File: src/tbc_pkg.sv
package tbc_pkg;

  // ---------------------------------------------------------------
  // register word indexes, byte address is four times the index
  // ---------------------------------------------------------------
  localparam logic [3:0] IX_CTLA = 4'h0;
  localparam logic [3:0] IX_CTLB = 4'h1;
  localparam logic [3:0] IX_CNTL = 4'h2;
  localparam logic [3:0] IX_CNTH = 4'h3;
  localparam logic [3:0] IX_CAL = 4'h4;
  localparam logic [3:0] IX_CAH = 4'h5;
  localparam logic [3:0] IX_CBL = 4'h6;
  localparam logic [3:0] IX_CBH = 4'h7;
  localparam logic [3:0] IX_CPL = 4'h8;
  localparam logic [3:0] IX_CPH = 4'h9;
  localparam logic [3:0] IX_FLG = 4'ha;
  localparam logic [3:0] IX_MSK = 4'hb;
  localparam logic [3:0] IX_NONE = 4'hf;
  localparam int ADDR_LSB = 2;
  localparam int ADDR_MSB = 5;
  localparam logic [2:0] HSIZE_WORD = 3'h2;

  // ---------------------------------------------------------------
  // field positions, flag bits and codes
  // ---------------------------------------------------------------
  localparam int CA_WGM = 0;
  localparam int CA_COMB = 4;
  localparam int CA_COMA = 6;
  localparam int CB_CS = 0;
  localparam int CB_WGM = 3;
  localparam int CB_SRC = 5;
  localparam int CB_EDGE = 6;
  localparam int CB_FILT = 7;
  localparam int FL_OVF = 0;
  localparam int FL_CMA = 1;
  localparam int FL_CMB = 2;
  localparam int FL_CAP = 3;
  localparam logic [15:0] LOWEST_COUNT = 16'h0000;
  localparam logic [15:0] MAX_COUNT = 16'hffff;
  localparam logic [15:0] TOP_8 = 16'h00ff;
  localparam logic [15:0] TOP_9 = 16'h01ff;
  localparam logic [15:0] TOP_10 = 16'h03ff;
  localparam logic [2:0] CS_STOP = 3'h0;
  localparam logic [2:0] CS_IO = 3'h1;
  localparam logic [2:0] CS_8 = 3'h2;
  localparam logic [2:0] CS_64 = 3'h3;
  localparam logic [2:0] CS_256 = 3'h4;
  localparam logic [2:0] CS_1024 = 3'h5;
  localparam logic [2:0] CS_FALL = 3'h6;
  localparam logic [2:0] CS_RISE = 3'h7;
  localparam logic [1:0] COM_TGL = 2'h1;
  localparam logic [1:0] COM_CLR = 2'h2;
  localparam logic [1:0] COM_SET = 2'h3;
  localparam int PSC_W = 10;
  localparam int FILT_LEN = 4;

  // ---------------------------------------------------------------
  // types
  // ---------------------------------------------------------------
  typedef enum logic [2:0] {
    BUS_IDLE = 3'b001,
    BUS_WR = 3'b010,
    BUS_RD = 3'b100
  } tbc_bus_t;

  typedef struct packed {
    logic hsel;
    logic [31:0] haddr;
    logic [1:0] htrans;
    logic hwrite;
    logic [2:0] hsize;
    logic hready;
    logic [31:0] hwdata;
  } tbc_ahb_req_t;

  typedef struct packed {
    logic [31:0] hrdata;
    logic hreadyout;
    logic hresp;
  } tbc_ahb_rsp_t;

  typedef struct packed {
    tbc_bus_t bus;
    logic [3:0] idx;
    logic hready;
    logic [7:0] hrdata;
    logic [7:0] ctl_a;
    logic [7:0] ctl_b;
    logic [7:0] temp;
    logic [15:0] count;
    logic [15:0] cmp_a_buf;
    logic [15:0] cmp_a;
    logic [15:0] cmp_b_buf;
    logic [15:0] cmp_b;
    logic [15:0] capture;
    logic up;
    logic [3:0] flags;
    logic [3:0] mask;
    logic [PSC_W-1:0] presc;
    logic ext_prev;
    logic [FILT_LEN-1:0] cap_hist;
    logic cap_lvl;
    logic wave_a;
    logic wave_b;
    logic irq;
  } tbc_state_t;

  localparam tbc_state_t ST_RESET = '{bus: BUS_IDLE, hready: 1'b1, up: 1'b1, default: '0};

  // ---------------------------------------------------------------
  // mode decoding
  // ---------------------------------------------------------------
  function automatic logic [3:0] mode_of(input logic [7:0] ca, input logic [7:0] cb);
    mode_of = {cb[CB_WGM+:2], ca[CA_WGM+:2]};
  endfunction

  function automatic logic is_pwm(input logic [3:0] m);
    is_pwm = !(m == 4'h0 || m == 4'h4 || m == 4'hc || m == 4'hd);
  endfunction

  function automatic logic is_dual(input logic [3:0] m);
    is_dual = (m[3:2] == 2'h2) || (m[3:2] == 2'h0 && m != 4'h0);
  endfunction

  function automatic logic ca_top(input logic [3:0] m);
    ca_top = (m == 4'h4 || m == 4'h9 || m == 4'hb || m == 4'hf);
  endfunction

  function automatic logic cap_top(input logic [3:0] m);
    cap_top = (m == 4'h8 || m == 4'ha || m == 4'hc || m == 4'he);
  endfunction

  function automatic logic [15:0] top_of(input logic [3:0] m, input logic [15:0] ca, input logic [15:0] cp);
    case (m)
      4'h1, 4'h5: top_of = TOP_8;
      4'h2, 4'h6: top_of = TOP_9;
      4'h3, 4'h7: top_of = TOP_10;
      default: top_of = ca_top(m) ? ca : (cap_top(m) ? cp : MAX_COUNT);
    endcase
  endfunction

endpackage

File: src/tbc_timer16.sv
// What this block does
// - sixteen-bit registers reached as two byte accesses
// - one shared high-byte latch for all
// - low-byte write loads latch plus low byte
// - low-byte read copies upper byte into latch
// - compare reads bypass the shared latch
// - count only on selected tick, else idle
// - compare matches set flags, drive waveforms
// - compare values double buffered in PWM, PWM A-top leaves channel A toggle only
// - qualified capture edge stores count, optional filter
// - lowest count zero, maximum all ones
// - top is fixed, compare A or capture
// - four flags, each gated by mask bit
// - control registers plain byte access
// - software counter write beats count or clear
// - capture flag set with capture store
`timescale 1ns/10ps

module tbc_timer16 (
  // clock and reset
  input wire logic hclk,
  input wire logic hresetn,
  // ahb-lite slave
  input wire tbc_pkg::tbc_ahb_req_t ahb_req,
  output tbc_pkg::tbc_ahb_rsp_t ahb_rsp,
  // timer pins
  input wire logic external_tick_pin,
  input wire logic capture_input_pin,
  input wire logic comparator_output,
  output logic wave_out_a,
  output logic wave_out_b,
  // interrupt
  output logic irq
);

  // ---------------------------------------------------------------
  // state
  // ---------------------------------------------------------------
  tbc_pkg::tbc_state_t s;
  tbc_pkg::tbc_state_t n;
  logic [3:0] mode;

  // first address bit above the register map, all must be zero to hit
  localparam int ADDR_TOP = tbc_pkg::ADDR_MSB + 1;

  assign mode = tbc_pkg::mode_of(s.ctl_a, s.ctl_b);

  // outputs straight from the state flops
  assign ahb_rsp = '{hrdata: {24'h000000, s.hrdata}, hreadyout: s.hready, hresp: 1'b0};
  assign wave_out_a = s.wave_a;
  assign wave_out_b = s.wave_b;
  assign irq = s.irq;

  // ---------------------------------------------------------------
  // next state
  // ---------------------------------------------------------------
  always_comb begin
    logic [15:0] top;
    logic tk;
    logic pwm;
    logic dual;
    logic at_top;
    logic at_bot;
    logic ma;
    logic mb;
    logic acc;
    logic src;
    logic lvl;
    logic [1:0] com_a;
    logic [7:0] wd;
    logic [7:0] rd;
    logic [3:0] set_f;
    logic [3:0] clr_f;
    n = s;
    top = tbc_pkg::top_of(mode, s.cmp_a, s.capture);
    pwm = tbc_pkg::is_pwm(mode);
    dual = tbc_pkg::is_dual(mode);
    at_top = (s.count == top);
    at_bot = (s.count == tbc_pkg::LOWEST_COUNT);
    ma = (s.count == s.cmp_a);
    mb = (s.count == s.cmp_b);
    wd = ahb_req.hwdata[7:0];
    rd = 8'h00;
    set_f = 4'h0;
    clr_f = 4'h0;
    src = s.ctl_b[tbc_pkg::CB_SRC] ? comparator_output : capture_input_pin;
    lvl = src;
    tk = 1'b0;
    com_a = s.ctl_a[tbc_pkg::CA_COMA+:2];
    acc = ahb_req.hsel & ahb_req.htrans[1] & ahb_req.hready;

    // tick source: free prescaler or pin edge, nothing when stopped
    n.presc = s.presc + {{(tbc_pkg::PSC_W-1){1'b0}}, 1'b1};
    n.ext_prev = external_tick_pin;
    case (s.ctl_b[tbc_pkg::CB_CS+:3])
      tbc_pkg::CS_IO: tk = 1'b1;
      tbc_pkg::CS_8: tk = &s.presc[2:0];
      tbc_pkg::CS_64: tk = &s.presc[5:0];
      tbc_pkg::CS_256: tk = &s.presc[7:0];
      tbc_pkg::CS_1024: tk = &s.presc;
      tbc_pkg::CS_FALL: tk = s.ext_prev & ~external_tick_pin;
      tbc_pkg::CS_RISE: tk = ~s.ext_prev & external_tick_pin;
      default: tk = 1'b0;
    endcase

    // channel A is the period source in its PWM modes: toggle only
    if (pwm && tbc_pkg::ca_top(mode) && com_a != tbc_pkg::COM_TGL) begin
      com_a = 2'h0;
    end

    // ---------------------------------------------------------------
    // counter unit
    // ---------------------------------------------------------------
    if (tk) begin
      if (dual) begin
        if (s.up && at_top) begin
          n.count = s.count - 16'h0001;
          n.up = 1'b0;
        end else if (!s.up && at_bot) begin
          n.count = s.count + 16'h0001;
          n.up = 1'b1;
          set_f[tbc_pkg::FL_OVF] = 1'b1;
        end else begin
          n.count = s.up ? s.count + 16'h0001 : s.count - 16'h0001;
        end
      end else begin
        n.count = at_top ? tbc_pkg::LOWEST_COUNT : s.count + 16'h0001;
        // fast pwm overflows at top, others at the absolute maximum
        if (pwm ? at_top : s.count == tbc_pkg::MAX_COUNT) begin
          set_f[tbc_pkg::FL_OVF] = 1'b1;
        end
      end
      // continuous compare on each tick
      set_f[tbc_pkg::FL_CMA] = ma;
      set_f[tbc_pkg::FL_CMB] = mb;
      n.wave_a = wave_next(com_a, pwm, dual, s.up, ma, at_top, s.wave_a);
      n.wave_b = wave_next(s.ctl_a[tbc_pkg::CA_COMB+:2], pwm, dual, s.up, mb, at_top, s.wave_b);
      // buffered compare values move in at top, so no glitch mid period
      if (pwm && at_top && (s.up || !dual)) begin
        n.cmp_a = s.cmp_a_buf;
        n.cmp_b = s.cmp_b_buf;
      end
    end

    // ---------------------------------------------------------------
    // capture unit
    // ---------------------------------------------------------------
    n.cap_hist = {s.cap_hist[tbc_pkg::FILT_LEN-2:0], src};
    if (s.ctl_b[tbc_pkg::CB_FILT]) begin
      // level only moves after a run of equal samples
      lvl = (&s.cap_hist) ? 1'b1 : ((~|s.cap_hist) ? 1'b0 : s.cap_lvl);
    end
    n.cap_lvl = lvl;
    // capture is off while the capture register sets the period
    if (lvl != s.cap_lvl && lvl == s.ctl_b[tbc_pkg::CB_EDGE] && !tbc_pkg::cap_top(mode)) begin
      n.capture = s.count;
      set_f[tbc_pkg::FL_CAP] = 1'b1;
    end

    // ---------------------------------------------------------------
    // bus address phase: reads get one wait state
    // ---------------------------------------------------------------
    n.bus = tbc_pkg::BUS_IDLE;
    n.hready = 1'b1;
    if (s.bus != tbc_pkg::BUS_RD && acc) begin
      n.bus = ahb_req.hwrite ? tbc_pkg::BUS_WR : tbc_pkg::BUS_RD;
      n.hready = ahb_req.hwrite;
      n.idx = tbc_pkg::IX_NONE;
      if (ahb_req.haddr[31:ADDR_TOP] == '0 && ahb_req.hsize == tbc_pkg::HSIZE_WORD &&
          ahb_req.haddr[1:0] == 2'h0 && ahb_req.haddr[tbc_pkg::ADDR_MSB:tbc_pkg::ADDR_LSB] <= tbc_pkg::IX_MSK) begin
        n.idx = ahb_req.haddr[tbc_pkg::ADDR_MSB:tbc_pkg::ADDR_LSB];
      end
    end

    // ---------------------------------------------------------------
    // write data phase, placed after the counter and capture units so it overrides the counter
    // ---------------------------------------------------------------
    if (s.bus == tbc_pkg::BUS_WR) begin
      case (s.idx)
        tbc_pkg::IX_CTLA: n.ctl_a = wd;
        tbc_pkg::IX_CTLB: n.ctl_b = wd;
        // high bytes only fill the shared latch
        tbc_pkg::IX_CNTH, tbc_pkg::IX_CAH, tbc_pkg::IX_CBH, tbc_pkg::IX_CPH: begin
          n.temp = wd;
        end
        tbc_pkg::IX_CNTL: begin
          n.count = {s.temp, wd};
        end
        tbc_pkg::IX_CAL: n.cmp_a_buf = {s.temp, wd};
        tbc_pkg::IX_CBL: n.cmp_b_buf = {s.temp, wd};
        tbc_pkg::IX_CPL: begin
          if (tbc_pkg::cap_top(mode)) begin
            n.capture = {s.temp, wd};
          end
        end
        tbc_pkg::IX_MSK: n.mask = wd[3:0];
        default: ;
      endcase
    end

    // outside pwm the compare value takes effect at once
    if (!pwm) begin
      n.cmp_a = n.cmp_a_buf;
      n.cmp_b = n.cmp_b_buf;
    end

    // ---------------------------------------------------------------
    // read data phase, second cycle
    // ---------------------------------------------------------------
    if (s.bus == tbc_pkg::BUS_RD) begin
      case (s.idx)
        tbc_pkg::IX_CTLA: rd = s.ctl_a;
        tbc_pkg::IX_CTLB: rd = s.ctl_b;
        tbc_pkg::IX_CNTL: begin
          rd = s.count[7:0];
          n.temp = s.count[15:8];
        end
        tbc_pkg::IX_CPL: begin
          rd = s.capture[7:0];
          n.temp = s.capture[15:8];
        end
        tbc_pkg::IX_CNTH, tbc_pkg::IX_CPH: rd = s.temp;
        tbc_pkg::IX_CAL: rd = s.cmp_a_buf[7:0];
        tbc_pkg::IX_CAH: rd = s.cmp_a_buf[15:8];
        tbc_pkg::IX_CBL: rd = s.cmp_b_buf[7:0];
        tbc_pkg::IX_CBH: rd = s.cmp_b_buf[15:8];
        tbc_pkg::IX_FLG: begin
          rd = {4'h0, s.flags};
          clr_f = s.flags;
        end
        tbc_pkg::IX_MSK: rd = {4'h0, s.mask};
        default: rd = 8'h00;
      endcase
      n.hrdata = rd;
    end

    // an event in the clearing cycle survives the read
    n.flags = (s.flags & ~clr_f) | set_f;
    n.irq = |(n.flags & n.mask);
  end

  // ---------------------------------------------------------------
  // waveform output per channel
  // ---------------------------------------------------------------
  function automatic logic wave_next(input logic [1:0] com, input logic pwm, input logic dual,
                                     input logic up, input logic m, input logic top, input logic cur);
    logic r;
    r = cur;
    case (com)
      tbc_pkg::COM_TGL: r = m ? ~cur : cur;
      tbc_pkg::COM_CLR, tbc_pkg::COM_SET: begin
        if (!pwm) begin
          r = m ? (com == tbc_pkg::COM_SET) : cur;
        end else if (!dual) begin
          r = top ? (com == tbc_pkg::COM_CLR) : (m ? (com == tbc_pkg::COM_SET) : cur);
        end else begin
          r = m ? (up ? (com == tbc_pkg::COM_SET) : (com == tbc_pkg::COM_CLR)) : cur;
        end
      end
      default: r = cur;
    endcase
    return r;
  endfunction

  // ---------------------------------------------------------------
  // state register
  // ---------------------------------------------------------------
  always_ff @(posedge hclk or negedge hresetn) begin
    if (!hresetn) begin
      s <= tbc_pkg::ST_RESET;
    end else begin
      s <= n;
    end
  end

  logic cnt_wr;
  logic tick_io;
  assign cnt_wr = (s.bus == tbc_pkg::BUS_WR) && (s.idx == tbc_pkg::IX_CNTL);
  assign tick_io = (s.ctl_b[tbc_pkg::CB_CS+:3] == tbc_pkg::CS_IO);
endmodule // tbc_timer16

File: config.mk
export PLATFORM = sky130hd
export DESIGN_NAME = tbc_timer16
export DESIGN_NICKNAME = d
export VERILOG_FILES = /design/src/tbc_pkg.sv /design/src/tbc_timer16.sv
export SDC_FILE = /design/constraint.sdc
export NUM_CORES = 1
export LEC_CHECK = 0
export BUFFER_PORTS_ARGS = -buffer_cell sky130_fd_sc_hd__buf_2
export CAP_MARGIN = 25
export CORE_MARGIN = 3
export CORE_UTILIZATION = 54
export DETAILED_ROUTE_END_ITERATION = 7
export GPL_ROUTABILITY_DRIVEN = 1
export GPL_TIMING_DRIVEN = 0
export HOLD_SLACK_MARGIN = 0.1
export PLACE_DENSITY = 0.8
export SKIP_LAST_GASP = 1
export SYNTH_ARGS = -nofsm -noshare
export SYNTH_HDL_FRONTEND = slang
export SYNTH_SLANG_ARGS = --single-unit
File: constraint.sdc
create_clock -name hclk -period 3.34 [get_ports hclk]
set_clock_uncertainty 0.1 [all_clocks]
set_input_delay 0.167 -clock hclk [delete_from_list [all_inputs] [get_ports hclk]]
set_output_delay 0.167 -clock hclk [all_outputs]
set_load 0.1 [all_outputs]
======== After elaboration in Yosys (flattened, before gate mapping) ========
Cells that the tools add are included.
operators by class
  bitwise logic cells ..................... 12
  add/sub/neg operators ................... 3
  shifts and indexed selects .............. 0
  mux-type cells .......................... 66
  $mul .................................... 0
  divide/modulo/power cells ............... 0
  magnitude comparators ................... 1
  equal/unequal tests ..................... 55
  reductions and logical operators ........ 60
operator list
  operator               count
  $mux 16                22
  $pmux 8 s11            1
  $eq 16x16->1           3
  $eq 4x4->1 const B     12
  $pmux 16 s3            1
  $mux 40                1
  $eq 4x3->1 const B     8
  $logic_not 26->1       1
  $mux 1                 26
  $mux 8                 3
  $mux 4                 5
  $add 16x1->16 const B  1
  $eq 16x16->1 const B   1
  $eq 4x2->1 const B     4
  $logic_not 16->1       1
  $pmux 8 s2             1
  $sub 16x1->16 const B  1
  $eq 3x3->1 const B     5
  $logic_and 1x1->1      13
  $eq 3x2->1 const B     4
  $reduce_and 4->1       3
  $reduce_or 2->1        6
  $reduce_or 4->1        3
  $logic_or 1x1->1       11
  31 further kinds       60
word-level totals
  bits in read-only memories .............. 0
  bits in latches ......................... 0
  register bits after elaboration ......... 164
  RAM bits ................................ 0
  memories kept ........................... 0

======== Depth between registers and ports, before layout ========
Gate-level depths: netlist (run 1).
  depth after elaboration ................. 16
  gate-level depth with buffers ........... 14

======== Least setup slack after synthesis (run 1) ========
OpenSTA, ideal clock, no wires.
  kind .................................... flip-flop to flip-flop
  start ................................... register s (netlist bit mode[1])
  end ..................................... register s (netlist bit wave_out_a)
  data required time ...................... 3.109 ns
  buffers on the path ..................... 1
  cell stages (with the launch flop) ...... 12
  library setup time ...................... 0.131 ns
  clock period less this slack ............ 3.474 ns
  arrival ................................. 3.243 ns
  setup slack ............................. -0.134 ns
  cells stage by stage .................... dfrtp_1 > buf_4 > or4b_1 > a211o_1 > o211ai_2 > nand4_1 > or4_4 > nor4_4 > nand2_2 > a311o_1 > a221oi_1 > nor3_1
on the way
  word-level cells in the longest chain between the ends .. 14
  elaborated cells between the ends (all ways) .. 54
RTL lines
  what                                              line                text
  start: declaration                                tbc_timer16.sv:39   tbc_pkg::tbc_state_t s;
  start signal: assignment                          tbc_timer16.sv:270  s <= tbc_pkg::ST_RESET;
  start signal: assignment                          tbc_timer16.sv:272  s <= n;
  branches (longest 14 deep; another with $mux 16)  -
Several ways; the timed one is not identified. The select of a mux whose other input is x is not followed.
A chain may end at the register's enable or synchronous reset.

==> impl_metrics.ini, run 1 <==
[logic_synthesis]
synth_ff_type = sky130_fd_sc_hd__dfrtp_1
synth-adder-area-share_pct = 0.4953
synth_compound_gate_area_share_pct = 18.26
yosys_register_bits = 164
async_flop_share_pct = 100.0
post_synth_and_or_nand_nor_area_fraction_pct = 16.75
synth_xor_xnor_area_share_pct = 3.814
total_standard_cell_area_after_synthesis_mm2 = 0.01010
postSynthAreaPerCell_um2 = 9.339
synth-edff-count = 0
synth-seq-area-share_pct = 40.65
ys.warnings.count = 0
mux_share_of_post_synthesis_cell_area_pct = 13.56
synthDistinctLibCells = 78
synth_top_family_by_area = compound AO/OA/AOI/OAI gates
synthCells = 1082

[timing]
tightestPinTransition_ns = 1.282
post-route-worst-setup-slack_ns = -0.3299
fin_worst_hold_slack_ns = 0.1640
slew_headroom_pct = 13.77
setup_violations = 50
post-route-min-period_ns = 3.670
fmax_mhz = 272.5
grt_setup_unrepaired = true
layout_worst_path_cycle_share_pct = 109.9
timing_max_transition_violations_final = 0
hold_violations = 0

[die]
die_width_um = 142.8
pin_count = 114
start_util_pct = 55.68
die_y_um = 142.8
dieArea_mm2 = 0.02039
floorplan.core_area_mm2 = 0.01815
num_rows = 49

[placed_design]
place_area_mm2 = 0.01088
dp_hpwl_mm = 25.17
port_buffers = 63
dp_slack_ns = -0.7340
gpl.final_weighted_congestion = 1.060

[power]
ir_drop_v = 0.0004139
power.density_cell_area_mw_per_mm2 = 511.7
power_switching_mw = 2.304
p_int_mw = 4.181
sequentialPowerShare_pct = 38.3
power_switching_share_pct = 35.53
share_comb_of_total_power_pct = 28.6
power.static_leakage_nw = 5.569
power.clock.fraction_pct = 33.1

[route]
route.met3.wl_mm = 4.847
drtAntennaViolNets = 0
m1WireLength_mm = 13.36
dr.first_iter.drc_count = 1384
drc = 11
met2WireLength_mm = 16.07
route.final.wire_length_mm = 37.08
post_drt_via_cell_ratio = 6.708
route.detailed.wl_per_inst_um = 24.68
first_pass_iters = 8
dr_total_vias = 10076
highest_layer = met4

[worst_setup_path]
ff2ff_path_depth = 13
critical_path_s_slowest_cell = sky130_fd_sc_hd__or4_4
cp_cell_sequence = buf_6 -> nor3_4 -> o21ai_1 -> and3_1 -> or4_4 -> or4_4 -> buf_12 -> buf_6 -> o21ai_4 -> nand3_4 -> o41ai_4 -> mux2i_1 -> a221o_1
data_arrival_time_at_the_worst_slack_endpoint_ns = 3.89
critPathLaunchType = register
timing.setup.critical_path_class = reg -> reg
critical_path.max_stage_delay_ns = 0.59
critPathRequiredTime_ns = 3.56
timing.critical_path.fanout_max = 7
end_kind = register

[cells_and_area]
layout_commonest_cell = sky130_fd_sc_hd__dfrtp_1
finish.utilization_pct = 69.83
antenna_cells_inserted = 0
area_overhead_vs_synth_pct = 25.41
fin_area_mm2 = 0.01267
layout-drive-gt1-share_pct = 26.00
nNetsFinal = 1341
mostFrequentLayoutCells = sky130_fd_sc_hd__dfrtp_1, sky130_fd_sc_hd__nand2_1, sky130_fd_sc_hd__mux2i_1, sky130_fd_sc_hd__buf_4, sky130_fd_sc_hd__nor2_1

[status]
failing_checks = DRC, setup timing
result_of_the_run = finished with violations

[global_route]
gr-usage-all-layers_pct = 36.11
grt_pass1_wl_mm = 55.36
overflow = 0
grt_pass1_vias = 9588
grt_max_degree = 90
antenna_found_initial = 0

[clock_network]
clock_root_buffer = sky130_fd_sc_hd__clkbuf_16
cts.sinks = 164
tritoncts.num_buffers = 17
cts_tree = yes
clk-insertion-delay-late_ns = 0.44
path_clk_slew_ns = 0.06
htree_levels = 4
clk_path_buf_depth = 2

[run]
drv_cap = 0

[worst_hold_path]
worst_hold_path_type = in -> async
## power by group through the flow
stage | clock network, mW | registers (mW) | logic, mW
after detailed placement | 0 | 2.46 | 1.65
final | 2.15 | 2.48 | 1.85
after global placement | 0 | 2.45 | 1.62
after CTS | 2.15 | 2.45 | 1.74
after global routing | 2.24 | 2.49 | 1.95
after floorplan | 0 | 2.38 | 1.17
## registers in the layout (all words and copies together), names as in the netlist
register,count
s,145
n,3
wave_out_a,1
mode,4
wave_out_b,1
irq,1
ahb_rsp,9
## kinds of logic (layout without fill, tap and decap cells)
logic type | Yosys count | count (layout)
AO/OA/AOI/OAI | 276 | 276
XOR/XNOR | 44 | 44
adder cells (fa/ha/maj) | 4 | 4
buffers and inverters | 134 | 301
flip-flops | 164 | 164
multiplexers | 130 | 130
other | 1 | 25
AND/OR/NAND/NOR | 329 | 329
## critical path: cells and delay by family (launching register included)
kind | cells | cell delay, ns
buffers and inverters | 3 | 0.41
and+or+nand+nor | 5 | 1.59
AOI/OAI and AO/OA | 4 | 0.85
muxes | 1 | 0.12
DFF | 1 | 0.47
## path summary, 6_finish.rpt
path                             start      to  slack [ns]
max                            mode[1]  s[114]       -0.33
min                            hresetn  s[119]        0.16
max reg2reg                    mode[1]  s[114]       -0.33
min reg2reg                       n[5]    n[6]        0.29
max in group asynchronous      hresetn   s[83]        2.12
min in group hclk          ahb_req[38]  s[161]        0.18
## through the flow
stage / total power [mW] / std cells / setup TNS (ns)
floorplan: 3.551 / 1106 / 0
global placement: 4.073 / 1398 / -109.13
detailed placement: 4.102 / 1400 / -27.22
CTS: 6.338 / 1500 / -5.037
global route: 6.681 / 1502 / -13.01
finish: 6.485 / 1502 / -7.819
## cells in the mapped netlist (9+ instances only)
master / n / area (um2)
sky130_fd_sc_hd__dfrtp_1: 161 / 4029
sky130_fd_sc_hd__nand2_1: 100 / 375.4
sky130_fd_sc_hd__mux2i_1: 75 / 750.7
sky130_fd_sc_hd__o21ai_0: 73 / 365.4
sky130_fd_sc_hd__nor2_1: 68 / 255.2
sky130_fd_sc_hd__clkbuf_1: 55 / 206.5
sky130_fd_sc_hd__mux2_2: 55 / 619.3
sky130_fd_sc_hd__a21oi_1: 45 / 225.2
sky130_fd_sc_hd__buf_4: 36 / 270.3
sky130_fd_sc_hd__xnor2_1: 35 / 306.5
sky130_fd_sc_hd__nand3_1: 29 / 145.1
sky130_fd_sc_hd__inv_1: 28 / 105.1
sky130_fd_sc_hd__a31oi_1: 19 / 118.9
sky130_fd_sc_hd__nand2b_1: 18 / 112.6
sky130_fd_sc_hd__a22oi_1: 17 / 127.6
sky130_fd_sc_hd__o22ai_1: 17 / 106.4
sky130_fd_sc_hd__nand4_1: 16 / 100.1
sky130_fd_sc_hd__nor4_1: 16 / 100.1
sky130_fd_sc_hd__and3_1: 12 / 75.07
sky130_fd_sc_hd__nor3_1: 10 / 50.05
sky130_fd_sc_hd__a22o_1: 9 / 78.83
sky130_fd_sc_hd__buf_2: 9 / 45.04
sky130_fd_sc_hd__nor2b_1: 9 / 56.30
sky130_fd_sc_hd__o221ai_1: 9 / 78.83
sky130_fd_sc_hd__xor2_1: 9 / 78.83
## repair_timing
action	in CTS	in global routing
endpoints found under the hold margin	100	0
setup buffers	45	2
gates resized for setup	118	42
pin swaps	31	20
gates cloned	4	0
setup endpoints to repair	63	54
hold buffers	21	0
## metal layers
layer | vias to the layer above | track usage (%)
li1 | 4288 | -
met1 | 4770 | 46.07
met2 | 818 | 54.45
met3 | 200 | 9.879
met4 | 0 | 22.81
met5 | - | 0
## final cells by class
cell class | instances | area (um2)
buffer | 103 | 613.1
clock buffer | 21 | 470.5
fill | 1379 | 5475
multi-input combinational | 808 | 5808
timing repair buffer | 138 | 1102
sequential | 164 | 4110
tap | 229 | 286.5
clock inverter | 11 | 172.7
inverter | 28 | 108.9
Note: power is estimated with default switching activity, not from simulation.
==> run 2: changes to the inputs <==
--- a/config.mk
+++ b/config.mk
@@ -14,6 +14,7 @@
 export GPL_TIMING_DRIVEN = 0
 export HOLD_SLACK_MARGIN = 0.1
 export PLACE_DENSITY = 0.8
+export REMOVE_ABC_BUFFERS = 1
 export SKIP_LAST_GASP = 1
 export SYNTH_ARGS = -nofsm -noshare
 export SYNTH_HDL_FRONTEND = slang
==> run 2 against run 1 <==
  * The flow finishes with violations (setup timing)
  * Die area is the same
  * Total power shrank 4.5%
  * Sequential power up 7%
  * Global-route usage decreased by 2.9 points
  * Combinational power fell by 18%
  * Highest routed layer unchanged
  * Setup slack worse by 0.082 ns
==> impl_metrics.ini, run 2 (synthesis gave the netlist of run 1 again) <==
[cells_and_area]
antenna_cells_inserted = 0
largest_reg_flops = 145
nFillCells = 1328
layout-drive-gt1-share_pct = 25.11
layout_commonest_cell = sky130_fd_sc_hd__dfrtp_1
area_overhead_vs_synth_pct = 21.07
mostFrequentLayoutCells = sky130_fd_sc_hd__dfrtp_1, sky130_fd_sc_hd__nand2_1, sky130_fd_sc_hd__buf_2, sky130_fd_sc_hd__nor2_1, sky130_fd_sc_hd__mux2i_1
nNetsFinal = 1247
registers.top_by_ff_count = s
combined_area_of_the_multi_input_logic_cells_mm2 = 0.005846
layout.area.seq_mm2 = 0.004123
fin_area_mm2 = 0.01223

[route]
drc = 0
dr.first_iter.drc_count = 1401
drtAntennaViolNets = 0
first_pass_iters = 6
post_drt_via_cell_ratio = 6.803
route.detailed.wl_per_inst_um = 24.29
dr_total_vias = 9579
route.final.wire_length_mm = 34.20

[die]
pin_count = 114
start_util_pct = 55.68
floorplan.core_area_mm2 = 0.01815
die_y_um = 142.8
dieArea_mm2 = 0.02039
die_width_um = 142.8
num_rows = 49

[clock_network]
tritoncts.num_buffers = 17
path_clk_slew_ns = 0.07
cts.sinks = 164
clk-insertion-delay-late_ns = 0.44
cts_tree = yes
clock_root_buffer = sky130_fd_sc_hd__clkbuf_16
clk_path_buf_depth = 2
htree_levels = 4

[timing]
layout_worst_path_cycle_share_pct = 112.3
tightestPinTransition_ns = 1.070
hold_violations = 0
slew_headroom_pct = 28.64
post-route-worst-setup-slack_ns = -0.4121
fmax_mhz = 266.5
setup_violations = 50
post-route-min-period_ns = 3.752
timing_max_transition_violations_final = 0
fin_tns_setup_ns = -13.37
grt_setup_unrepaired = true

[worst_setup_path]
timing.critical_path.fanout_max = 7
critPathRequiredTime_ns = 3.56
cp_top_family = simple AND/OR/NAND/NOR gates
path_buf_inv = 2
r2r-start = mode[1]
worst-r2r-setup-slack_ns = -0.41
ff2ff_path_depth = 12
timing.setup.critical_path_class = reg -> reg
critical_path_s_slowest_cell = sky130_fd_sc_hd__or4b_4
critPathLaunchType = register
critical_path.reg2reg.endpoint = s[118]
end_kind = register
data_arrival_time_at_the_worst_slack_endpoint_ns = 3.98
critical_path.max_stage_delay_ns = 0.54
cp_cell_sequence = buf_6 -> or3_4 -> a32oi_4 -> nor3b_2 -> or4b_4 -> or4_4 -> o21a_4 -> buf_12 -> nor2_4 -> a2bb2oi_2 -> mux2i_1 -> a221o_1

[worst_hold_path]
number_of_instances_on_the_worst_hold_path = 3
worst_hold_path_type = in -> reg
hold-path-endpoint = s[161]
min-delay-start = ahb_req[71]

[global_route]
grt_pass1_wl_mm = 51.94
gr-usage-all-layers_pct = 33.20
grt_max_degree = 88
grt_pass1_vias = 9230
antenna_found_initial = 1
overflow = 0

[status]
failing_checks = setup timing
result_of_the_run = finished with violations

[placed_design]
dp_hpwl_mm = 21.60
gpl.final_weighted_congestion = 0.9840
port_buffers = 63
place_area_mm2 = 0.01047

[power]
power.static_leakage_nw = 5.240
ir_drop_v = 0.0004284
total_power_mw = 6.190
power.density_cell_area_mw_per_mm2 = 506.0

[run]
drv_cap = 0
-- run 2: changes by cell type in the layout (fill, tap and decap cells not counted), moves of 5 or more --
cell	change
sky130_fd_sc_hd__clkbuf_1	-44
sky130_fd_sc_hd__mux2i_1	-7
sky130_fd_sc_hd__dfrtp_1	-6
sky130_fd_sc_hd__buf_1	-5
sky130_fd_sc_hd__clkbuf_8	-5
sky130_fd_sc_hd__clkbuf_2	-7
sky130_fd_sc_hd__buf_4	-41
-- run 2: metrics by stage --
step / hold slack, ns / worst slack (ns) / std cells / utilization, %
floorplan: -0.2286 / -1.443 / 1000 / -
global placement: 0.2101 / -2.967 / 1292 / 56.49
detailed placement: 0.08644 / -1.529 / 1306 / 57.72
CTS: 0.1172 / -0.3450 / 1407 / 66.23
global route: 0.1300 / -0.4899 / 1408 / 67.42
finish: 0.1427 / -0.4121 / 1408 / 67.42
-- run 2: routing by layer --
layer  track usage (%)  part of all wire, %  vias up
li1                  -                    -     4098
met1             42.66                   37     4566
met2             51.46                   45      738
met3             9.042                   12      177
met4             17.46                  5.8        0
met5                 0                    0        -
-- run 2: power breakdown --
| part | switching (mW) | internal, mW | leakage [nW] |
|---|---|---|---|
| clock | 0.890 | 1.13 | 0.293 |
| sequential | 0.474 | 2.18 | 2.01 |
| combinational | 0.879 | 0.634 | 2.94 |
-- run 2: worst register-to-register path, cell delays in order, from the launching register on --
cell and delay, ns:
sky130_fd_sc_hd__dfrtp_4 0.53, sky130_fd_sc_hd__buf_6 0.15, sky130_fd_sc_hd__or3_4 0.39, sky130_fd_sc_hd__a32oi_4 0.19
sky130_fd_sc_hd__nor3b_2 0.08, sky130_fd_sc_hd__or4b_4 0.54, sky130_fd_sc_hd__or4_4 0.49, sky130_fd_sc_hd__o21a_4 0.28
sky130_fd_sc_hd__buf_12 0.13, sky130_fd_sc_hd__nor2_4 0.22, sky130_fd_sc_hd__a2bb2oi_2 0.19, sky130_fd_sc_hd__mux2i_1 0.10
sky130_fd_sc_hd__a221o_1 0.26
-- run 2: what timing repair did --
| action | CTS | global route |
|---|---|---|
| gates resized for setup | 91 | 58 |
| setup endpoints to repair | 53 | 52 |
| pin swaps | 24 | 24 |
| hold endpoints to repair | 108 | 0 |
| setup buffers | 42 | 8 |
| gates cloned | 5 | 0 |
| hold buffers | 22 | 0 |
-- run 2: worst max path at each step --
stage | start | to | depth (start not counted)
3_3_place_gp | mode[0] | s[58] | 9
6_report | mode[1] | s[118] | 12
2_1_floorplan | mode[0] | s[44] | 9
3_5_place_dp | mode[0] | s[51] | 10
4_1_cts | mode[1] | s[122] | 12
5_1_grt | mode[1] | s[122] | 12
-- run 2: area by class of cell --
class                           instances  share of cell area (%)
Multi-Input combinational cell        808                   47.78
Sequential cell                       164                   33.70
Timing Repair Buffer                  147                   10.42
Clock buffer                           18                   3.508
Tap cell                              229                   2.342
Clock inverter                         14                   1.360
Inverter                               28                  0.8898
